**src/design/bes_params.svh**
```systemverilog
// Constants of the brake and emergency-stop sequencer: indices, resets, timing.
// Assumes it is included by bare name from the package and the design module.
`ifndef BES_PARAMS_SVH
`define BES_PARAMS_SVH
`define BES_DW              16
`define BES_IDX_POFF_DELAY  16'h2437
`define BES_IDX_REL_DELAY   16'h2438
`define BES_IDX_ESTOP_SEL   16'h2443
`define BES_IDX_INHIBIT_CFG 16'h2504
`define BES_IDX_BRAKE_TQ    16'h2511
`define BES_RST_POFF_DELAY  16'h0064
`define BES_RST_REL_DELAY   16'h0000
`define BES_RST_ESTOP_SEL   16'h0000
`define BES_RST_INHIBIT_CFG 16'h0000
`define BES_RST_BRAKE_TQ    16'h0000
`define BES_ESTOP_VALID     16'h0000
`define BES_INH_DIRECTIONAL 16'h0000
`define BES_INH_SINGLE_ALM  16'h0002
`define BES_ZERO            16'h0000
`define BES_MS_ONE          16'h0001
`define BES_TICK_PERIOD_NS  1000000
`define BES_CLK_PERIOD_NS   5
`define BES_TICK_W          18
`define BES_TICK_ONE        18'h00001
`define BES_TICK_ZERO       18'h00000
`endif

```
**src/design/bes_pkg.sv**
```systemverilog
// Types of the brake and emergency-stop sequencer: state codes and the state record.
// Assumes bes_params.svh is on the include path.
`include "bes_params.svh"
package bes_pkg;
  // One-hot sequencer states.
  typedef enum logic [4:0] {
    BES_OFF     = 5'h01,
    BES_RELEASE = 5'h02,
    BES_RUN     = 5'h04,
    BES_DECEL   = 5'h08,
    BES_HOLD    = 5'h10
  } bes_state_t;

  // Whole state of the sequencer in one record.
  typedef struct packed {
    bes_state_t                 state;
    logic [`BES_TICK_W-1:0]     tick_cnt;
    logic                       tick;
    logic [`BES_DW-1:0]         ms_cnt;
    logic [`BES_DW-1:0]         poff_delay;
    logic [`BES_DW-1:0]         rel_delay;
    logic [`BES_DW-1:0]         estop_sel;
    logic [`BES_DW-1:0]         inhibit_cfg;
    logic [`BES_DW-1:0]         brake_tq;
    logic [`BES_DW-1:0]         rdata;
    logic                       estop_alarm;
    logic                       inhibit_alarm;
    logic                       pos_block;
    logic                       neg_block;
    logic [`BES_DW-1:0]         torque_limit;
  } bes_state_rec_t;
endpackage : bes_pkg

```
**src/design/bes_sequencer.sv**
```systemverilog
// Holding-brake, emergency-stop and travel-inhibit sequencer of a servo drive.
// Assumes all inputs are synchronous to CLK_SYS and parameters arrive by index writes.
//
// What this block does
// - Hold position, mask commands during release delay.
// - Brake release output on once enabled, timed.
// - Time power-off delay so axis cannot slide.
// - Decel ends on time limit or low speed.
// - Alarm or inhibit while enabled starts emergency stop.
// - Select 0 forces stop with alarm; 1 not.
// - Inhibit config 0 blocks direction; 1 ignores.
// - Config 2: single-sided inhibit raises travel alarm.
// - Homing with option bit ignores inhibit inputs.
// - Braking torque limit during braking; 0 normal.
// - Effective limit is smaller of both values.
`timescale 1ns/1ps
`include "bes_params.svh"
module bes_sequencer
  import bes_pkg::*;
#(
  parameter int TICK_CYCLES = `BES_TICK_PERIOD_NS / `BES_CLK_PERIOD_NS
)(
  input  wire logic                CLK_SYS,
  input  wire logic                RST,
  input  wire logic                CE,
  input  wire logic [`BES_DW-1:0]  OD_INDEX,
  input  wire logic [`BES_DW-1:0]  OD_WDATA,
  input  wire logic                OD_WR,
  input  wire logic                OD_RD,
  output logic      [`BES_DW-1:0]  OD_RDATA,
  input  wire logic                DRIVE_ENABLE,
  input  wire logic                ALARM_IN,
  input  wire logic                QUICK_STOP_REQ,
  input  wire logic                HOMING_ACTIVE,
  input  wire logic                HOMING_OPT_BIT0,
  input  wire logic                POSITIVE_TRAVEL_INHIBIT,
  input  wire logic                NEGATIVE_TRAVEL_INHIBIT,
  input  wire logic [`BES_DW-1:0]  MOTOR_SPEED,
  input  wire logic [`BES_DW-1:0]  BRAKE_SPEED_THRESHOLD,
  input  wire logic [`BES_DW-1:0]  STOP_DECEL_TIME_LIMIT,
  input  wire logic [`BES_DW-1:0]  MAX_TORQUE,
  output logic                     MOTOR_POWER,
  output logic                     BRAKE_RELEASE_OUTPUT,
  output logic                     BRAKE_ENGAGE_OUTPUT,
  output logic                     COMMAND_MASK,
  output logic                     STOP_ACTIVE,
  output logic                     ESTOP_ALARM,
  output logic                     TRAVEL_INHIBIT_ALARM,
  output logic                     POS_DRIVE_BLOCK,
  output logic                     NEG_DRIVE_BLOCK,
  output logic      [`BES_DW-1:0]  TORQUE_LIMIT
);

  // Tick period as a sized count; the last value of the prescaler.
  localparam logic [`BES_TICK_W-1:0] TICK_LAST = `BES_TICK_W'(TICK_CYCLES - 1);

  bes_state_rec_t s_reg;        // Registered state record.
  bes_state_rec_t s_next;       // Next value of the record.

  logic inhibit_used;           // Inhibit inputs count in this cycle.
  logic one_sided;              // Exactly one inhibit input is active.
  logic inhibit_trip;           // Inhibit condition that stops the drive.
  logic estop_trip;             // Emergency stop cause while enabled.
  logic force_stop;             // Stop that overrides the enable.
  logic stop_req;               // Any reason to leave motion.
  logic delay_done_rel;         // Release delay has elapsed.
  logic delay_done_poff;        // Power-off delay has elapsed.
  logic decel_done;             // Deceleration phase may end.
  logic [`BES_DW-1:0] brake_cap; // Torque cap while braking.

  // Cause decoding, kept apart from the record update for readability.
  always_comb
  begin
    // Inhibit inputs are ignored in homing when the master set the option bit.
    inhibit_used = !(HOMING_ACTIVE && HOMING_OPT_BIT0);
    one_sided    = POSITIVE_TRAVEL_INHIBIT ^ NEGATIVE_TRAVEL_INHIBIT;
    inhibit_trip = 1'b0;
    if (inhibit_used && (s_reg.inhibit_cfg == `BES_INH_SINGLE_ALM))
    begin
      inhibit_trip = one_sided;
    end
    // A directional inhibit also counts as a prohibition signal for the stop.
    else if (inhibit_used && (s_reg.inhibit_cfg == `BES_INH_DIRECTIONAL))
    begin
      inhibit_trip = POSITIVE_TRAVEL_INHIBIT || NEGATIVE_TRAVEL_INHIBIT;
    end
    // Only an enabled drive stops on alarm or prohibition.
    estop_trip = DRIVE_ENABLE && (ALARM_IN || inhibit_trip);
    // Quick stop from the master acts even when the select disables the stop.
    force_stop = (estop_trip && (s_reg.estop_sel == `BES_ESTOP_VALID))
                 || QUICK_STOP_REQ || s_reg.estop_alarm;
    stop_req   = !DRIVE_ENABLE || force_stop;
    // Delay compares happen only on the tick, so a new value acts on the next tick.
    delay_done_rel  = s_reg.tick && (s_reg.ms_cnt >= s_reg.rel_delay);
    delay_done_poff = s_reg.tick && (s_reg.ms_cnt >= s_reg.poff_delay);
    // Whichever comes first ends deceleration.
    decel_done = (MOTOR_SPEED < BRAKE_SPEED_THRESHOLD)
                 || (s_reg.tick && (s_reg.ms_cnt >= STOP_DECEL_TIME_LIMIT));
    // A zero braking setting keeps the normal limit.
    if (s_reg.brake_tq == `BES_ZERO)
    begin
      brake_cap = MAX_TORQUE;
    end
    else
    begin
      brake_cap = (s_reg.brake_tq < MAX_TORQUE) ? s_reg.brake_tq : MAX_TORQUE;
    end
  end

  // Next-state logic of the whole record.
  always_comb
  begin
    s_next = s_reg;
    // Free-running prescaler for the millisecond tick.
    s_next.tick = 1'b0;
    if (s_reg.tick_cnt == TICK_LAST)
    begin
      s_next.tick_cnt = `BES_TICK_ZERO;
      s_next.tick     = 1'b1;
    end
    else
    begin
      s_next.tick_cnt = s_reg.tick_cnt + `BES_TICK_ONE;
    end
    // Millisecond counter, saturating so a long wait never wraps.
    if (s_reg.tick && (s_reg.ms_cnt != {`BES_DW{1'b1}}))
    begin
      s_next.ms_cnt = s_reg.ms_cnt + `BES_MS_ONE;
    end

    // Parameter writes by object index; unknown indices are ignored.
    if (OD_WR)
    begin
      case (OD_INDEX)
        `BES_IDX_POFF_DELAY:  s_next.poff_delay  = OD_WDATA;
        `BES_IDX_REL_DELAY:   s_next.rel_delay   = OD_WDATA;
        `BES_IDX_ESTOP_SEL:   s_next.estop_sel   = OD_WDATA;
        `BES_IDX_INHIBIT_CFG: s_next.inhibit_cfg = OD_WDATA;
        `BES_IDX_BRAKE_TQ:    s_next.brake_tq    = OD_WDATA;
        default:              s_next.rdata       = s_reg.rdata;
      endcase
    end
    // Reads return the stored value one cycle later; unknown indices read zero.
    if (OD_RD)
    begin
      case (OD_INDEX)
        `BES_IDX_POFF_DELAY:  s_next.rdata = s_reg.poff_delay;
        `BES_IDX_REL_DELAY:   s_next.rdata = s_reg.rel_delay;
        `BES_IDX_ESTOP_SEL:   s_next.rdata = s_reg.estop_sel;
        `BES_IDX_INHIBIT_CFG: s_next.rdata = s_reg.inhibit_cfg;
        `BES_IDX_BRAKE_TQ:    s_next.rdata = s_reg.brake_tq;
        default:              s_next.rdata = `BES_ZERO;
      endcase
    end

    // Alarms latch; the set wins over the clear, which happens while disabled.
    if (!DRIVE_ENABLE)
    begin
      s_next.estop_alarm   = 1'b0;
      s_next.inhibit_alarm = 1'b0;
    end
    if (estop_trip && (s_reg.estop_sel == `BES_ESTOP_VALID))
    begin
      s_next.estop_alarm = 1'b1;
    end
    if (inhibit_used && (s_reg.inhibit_cfg == `BES_INH_SINGLE_ALM) && one_sided)
    begin
      s_next.inhibit_alarm = 1'b1;
    end

    // Directional blocking applies only in config 0; config 1 ignores inputs.
    s_next.pos_block = inhibit_used && (s_reg.inhibit_cfg == `BES_INH_DIRECTIONAL)
                       && POSITIVE_TRAVEL_INHIBIT;
    s_next.neg_block = inhibit_used && (s_reg.inhibit_cfg == `BES_INH_DIRECTIONAL)
                       && NEGATIVE_TRAVEL_INHIBIT;

    // Sequencer. Every state change restarts the millisecond counter.
    case (s_reg.state)
      BES_OFF:
      begin
        // A latched stop alarm keeps the drive off until it is disabled.
        if (DRIVE_ENABLE && !force_stop)
        begin
          s_next.state  = BES_RELEASE;
          s_next.ms_cnt = `BES_ZERO;
        end
      end
      BES_RELEASE:
      begin
        // Brake is being released; position is held and commands masked.
        if (stop_req)
        begin
          s_next.state  = BES_DECEL;
          s_next.ms_cnt = `BES_ZERO;
        end
        else if (delay_done_rel)
        begin
          s_next.state  = BES_RUN;
          s_next.ms_cnt = `BES_ZERO;
        end
      end
      BES_RUN:
      begin
        if (stop_req)
        begin
          s_next.state  = BES_DECEL;
          s_next.ms_cnt = `BES_ZERO;
        end
      end
      BES_DECEL:
      begin
        // The brake only changes after the deceleration phase has ended.
        if (decel_done)
        begin
          s_next.state  = BES_HOLD;
          s_next.ms_cnt = `BES_ZERO;
        end
      end
      BES_HOLD:
      begin
        // Motor keeps torque while the brake closes, so the axis cannot slide.
        if (delay_done_poff)
        begin
          s_next.state  = BES_OFF;
          s_next.ms_cnt = `BES_ZERO;
        end
      end
      default:
      begin
        s_next.state  = BES_OFF;
        s_next.ms_cnt = `BES_ZERO;
      end
    endcase

    // Braking limit while stopping, normal limit otherwise.
    s_next.torque_limit = (s_next.state == BES_DECEL) ? brake_cap : MAX_TORQUE;
  end

  // State register with synchronous reset and clock enable.
  always_ff @(posedge CLK_SYS)
  begin
    if (RST)
    begin
      s_reg.state         <= BES_OFF;
      s_reg.tick_cnt      <= `BES_TICK_ZERO;
      s_reg.tick          <= 1'b0;
      s_reg.ms_cnt        <= `BES_ZERO;
      s_reg.poff_delay    <= `BES_RST_POFF_DELAY;
      s_reg.rel_delay     <= `BES_RST_REL_DELAY;
      s_reg.estop_sel     <= `BES_RST_ESTOP_SEL;
      s_reg.inhibit_cfg   <= `BES_RST_INHIBIT_CFG;
      s_reg.brake_tq      <= `BES_RST_BRAKE_TQ;
      s_reg.rdata         <= `BES_ZERO;
      s_reg.estop_alarm   <= 1'b0;
      s_reg.inhibit_alarm <= 1'b0;
      s_reg.pos_block     <= 1'b0;
      s_reg.neg_block     <= 1'b0;
      s_reg.torque_limit  <= `BES_ZERO;
    end
    else if (CE)
    begin
      s_reg <= s_next;
    end
  end

  // Outputs decode the registered state; the brake follows the state directly.
  assign MOTOR_POWER          = (s_reg.state != BES_OFF);
  assign BRAKE_RELEASE_OUTPUT = (s_reg.state == BES_RELEASE) || (s_reg.state == BES_RUN)
                                || (s_reg.state == BES_DECEL);
  assign BRAKE_ENGAGE_OUTPUT  = !BRAKE_RELEASE_OUTPUT;
  assign COMMAND_MASK         = (s_reg.state != BES_RUN);
  assign STOP_ACTIVE          = (s_reg.state == BES_DECEL);
  assign ESTOP_ALARM          = s_reg.estop_alarm;
  assign TRAVEL_INHIBIT_ALARM = s_reg.inhibit_alarm;
  assign POS_DRIVE_BLOCK      = s_reg.pos_block;
  assign NEG_DRIVE_BLOCK      = s_reg.neg_block;
  assign TORQUE_LIMIT         = s_reg.torque_limit;
  assign OD_RDATA             = s_reg.rdata;

endmodule : bes_sequencer

```
**config.mk**
```make
export PLATFORM = sky130hd
export DESIGN_NAME = bes_sequencer
export DESIGN_NICKNAME = d
export VERILOG_FILES = /design/src/design/bes_pkg.sv /design/src/design/bes_sequencer.sv
export VERILOG_INCLUDE_DIRS = /design/src /design/src/design
export SDC_FILE = /design/constraint.sdc
export NUM_CORES = 1
export LEC_CHECK = 0
export BUFFER_PORTS_ARGS = -buffer_cell sky130_fd_sc_hd__buf_2
export CAP_MARGIN = 20
export CORE_MARGIN = 1
export CORE_UTILIZATION = 52
export DETAILED_ROUTE_END_ITERATION = 8
export PLACE_DENSITY = 0.83
export SYNTH_ARGS = -nofsm -noshare
export SYNTH_HDL_FRONTEND = slang
export SYNTH_SLANG_ARGS = --single-unit
```
**constraint.sdc**
```tcl
create_clock -name CLK_SYS -period 3.5 [get_ports CLK_SYS]
set_clock_uncertainty 0.2 [all_clocks]
set_input_delay 0.875 -clock CLK_SYS [delete_from_list [all_inputs] [get_ports CLK_SYS]]
set_output_delay 0.875 -clock CLK_SYS [all_outputs]
set_load 0.02 [all_outputs]
```
==> flow_summary.json <==
{
  "post-place-ws_ps": -181,
  "peakVddDrop_mv": 0.384,
  "path_cells": "buf_2 -> inv_1 -> ha_1 -> a211oi_1 -> o2111ai_1 -> a211oi_1 -> nand3_1 -> buf_4 -> a2111oi_4 -> buf_12 -> mux2i_1 -> a211oi_1",
  "grt_overflow": 0,
  "holdPathEnd": "ESTOP_ALARM$_SDFFE_PP0P_",
  "vias": 8570,
  "period_share": 0.928,
  "wl_per_cell_um": 15.9,
  "ys_types": 71,
  "cts_buffer_depth": 2,
  "power_density_nw_per_um2": 374,
  "crit_type": "input port to register",
  "worst_pin_slew_ps": 1020,
  "synth-main-ff-cell": "dfxtp_1",
  "hp-class": "register to register",
  "cts_root_buffer": "clkbuf_16",
  "dp_hpwl_mm": 17.3,
  "grt_antenna_before_repair": 1,
  "clock-sinks": 156,
  "syn_area_um2": 9140,
  "slowest_stage": "a211oi_1",
  "cts.clk_slew.worst_paths_ps": 60,
  "die_height_um": 135,
  "gp_congestion": 0.857,
  "relSlewSlack": 0.318,
  "crit_path_end_kind": "register",
  "finalMaxSlewViolations": 0,
  "arrival_ps": 3320,
  "postRouteAntennaNets": 0,
  "grt_max_degree": 99,
  "whs_path_depth": 2,
  "grt_pass1_vias": 7842,
  "die_area_um2": 18100,
  "cts_resized": 0,
  "setup_viol": 0,
  "crit_fanout": 16,
  "synthCells": 1116,
  "initial_core_util": 0.530,
  "fmax_ghz": 0.308,
  "nFillCells": 1488,
  "cpPeakStageDelay_ps": 450,
  "htree_levels": 4,
  "period_needed_ps": 3250,
  "async_flop_share": 0,
  "grt_pass1_wl_mm": 38.3,
  "drive_gt1_frac": 0.183,
  "r2r_slack_ps": 290,
  "synth_edf_count": 0,
  "fin_util": 0.610,
  "cts_tree": "built",
  "fin_nets": 1416,
  "largest_reg_flops": 120,
  "ys_warn_count": 0,
  "rr_startpoint": "s_reg[97]$_SDFFE_PP0P_",
  "track_usage": 0.264,
  "first_pass_iters": 9,
  "core_area_um2": 17200,
  "grt_setup_unrepaired": "false",
  "avgSynthCellArea_um2": 8.19,
  "r2r_cells": 12,
  "power.total_mw": 3.93,
  "leakagePower_nw": 4.37,
  "synth-seq-cells": 156,
  "clk-insertion-delay-late_ps": 430,
  "dp.cells": 1433,
  "outcome": "completed",
  "crit_path_start_kind": "input port",
  "ios": 149,
  "synth_nets": 1305,
  "seq_area_frac_synth": 0.342,
  "final-instance-count-excl-fill": 1465,
  "post-cts-setup-buffers": 0,
  "drc": 0,
  "cts_made_buffers": 17,
  "wirelength_mm": 23.2,
  "required_ps": 3570,
  "fp.dieW_um": 135,
  "min_from": "ESTOP_ALARM$_SDFFE_PP0P_",
  "vias_per_cell": 5.85,
  "cpMostUsedCell": "a211oi_1",
  "area_growth_pct": 15.0,
  "setup_ws_ps": 253,
  "numPortBuffers": 148,
  "drt_iter0_markers": 757,
  "rows": 48,
  "cts_hold_buffers": 0,
  "r2r_end": "s_reg[127]$_SDFFE_PP0P_",
  "final-hold-violation-count": 0,
  "cap_violations": 0
}
[cell type report]
cell class / count / area [um^2] / area share
clock inverters: 12 / 98.8 / 0.00941
inverters: 91 / 342 / 0.0325
repair buffers: 180 / 1020 / 0.0972
multi-input cells: 781 / 5200 / 0.495
clock buffers: 19 / 443 / 0.0422
diodes: 1 / 2.50 / 0.000238
flip-flops and latches: 156 / 3120 / 0.297
well taps: 225 / 282 / 0.0268
[layer usage]
metal,GRT usage,part of all wire,up-vias
met5,0,0,-
met4,0.115,0.028,0
met3,0.0495,0.077,41
met2,0.437,0.46,369
met1,0.335,0.44,4000
li1,-,-,4160
[through the flow]
step / setup TNS (ps) / instance area [um^2] / hold slack, ps
floorplan: 0 / 9140 / 249
global placement: -1940 / 9960 / 253
detailed placement: -3710 / 9960 / 260
CTS: 0 / 10500 / 271
global route: 0 / 10500 / 297
finish: 0 / 10500 / 277
[worst max path at each step]
stage,slack [ps],cells past startpoint,from,endpoint
6_report,250,12,STOP_DECEL_TIME_LIMIT[3],TORQUE_LIMIT[10]$_SDFFE_PP0P_
5_1_grt,50,12,STOP_DECEL_TIME_LIMIT[3],TORQUE_LIMIT[10]$_SDFFE_PP0P_
4_1_cts,260,12,STOP_DECEL_TIME_LIMIT[3],TORQUE_LIMIT[1]$_SDFFE_PP0P_
3_5_place_dp,-180,12,STOP_DECEL_TIME_LIMIT[3],TORQUE_LIMIT[1]$_SDFFE_PP0P_
3_3_place_gp,-120,12,STOP_DECEL_TIME_LIMIT[0],TORQUE_LIMIT[12]$_SDFFE_PP0P_
2_1_floorplan,40,11,STOP_DECEL_TIME_LIMIT[4],TORQUE_LIMIT[10]$_SDFFE_PP0P_
[report_power, final]
part           internal (mW)  switching (mW)  leakage (nW)  total [mW]
clock                  0.986           0.739         0.272        1.72
combinational          0.150           0.228          2.83       0.379
sequential              1.81          0.0203          1.26        1.83
[critical path: cells and delay by family]
| family | cells | cell delay, ps |
|---|---|---|
| AOI/OAI and AO/OA | 5 | 1300 |
| adders and majority gates | 1 | 290 |
| muxes | 1 | 200 |
| and+or+nand+nor | 1 | 130 |
| buffers and inverters | 4 | 500 |
[synth_stat cells (6+ instances only)]
library cell  count  area [um^2]
inv_1            91          342
o21ai_0          31          155
a31oi_1          16          100
buf_2             7         35.0
buf_4            34          255
or3_1             6         37.5
a21o_1            7         52.6
dfxtp_1         156         3120
ha_1             81         1010
a222oi_1         16          160
nor3_1           15         75.1
a22oi_1          17          128
nor4_1           16          100
nor4b_1           7         61.3
clkbuf_1         41          154
nand4_1          14         87.6
a211oi_1         25          188
nand2b_1         11         68.8
nand2_1         138          518
a2111oi_0         7         61.3
mux2i_1          49          490
a21oi_1          78          390
nor2_1          108          405
xnor2_1           7         61.3
o21a_1            7         52.6
nand3_1          27          135
o211ai_1          6         45.0
and3_1           16          100
xor2_1           10         87.6
[logic make-up after synthesis]
group | Yosys count | synth area share
multiplexers | 50 | 0.0549
flip-flops | 156 | 0.342
adder cells (fa/ha/maj) | 81 | 0.111
XOR/XNOR | 17 | 0.0163
AND/OR/NAND/NOR | 388 | 0.203
AO/OA/AOI/OAI | 245 | 0.184
buffers and inverters | 179 | 0.0893
[layout by cell type (no fill, tap or decap), types with 30 or more instances in the layout]
cell / synthesis / final
ha_1: 81 / 81
nand2_1: 138 / 138
inv_1: 91 / 91
a21oi_1: 78 / 78
buf_4: 34 / 30
buf_2: 7 / 147
mux2i_1: 49 / 49
o21ai_0: 31 / 31
dfxtp_1: 156 / 156
nor2_1: 108 / 108
No activity file was read; power rests on OpenSTA's default activity.
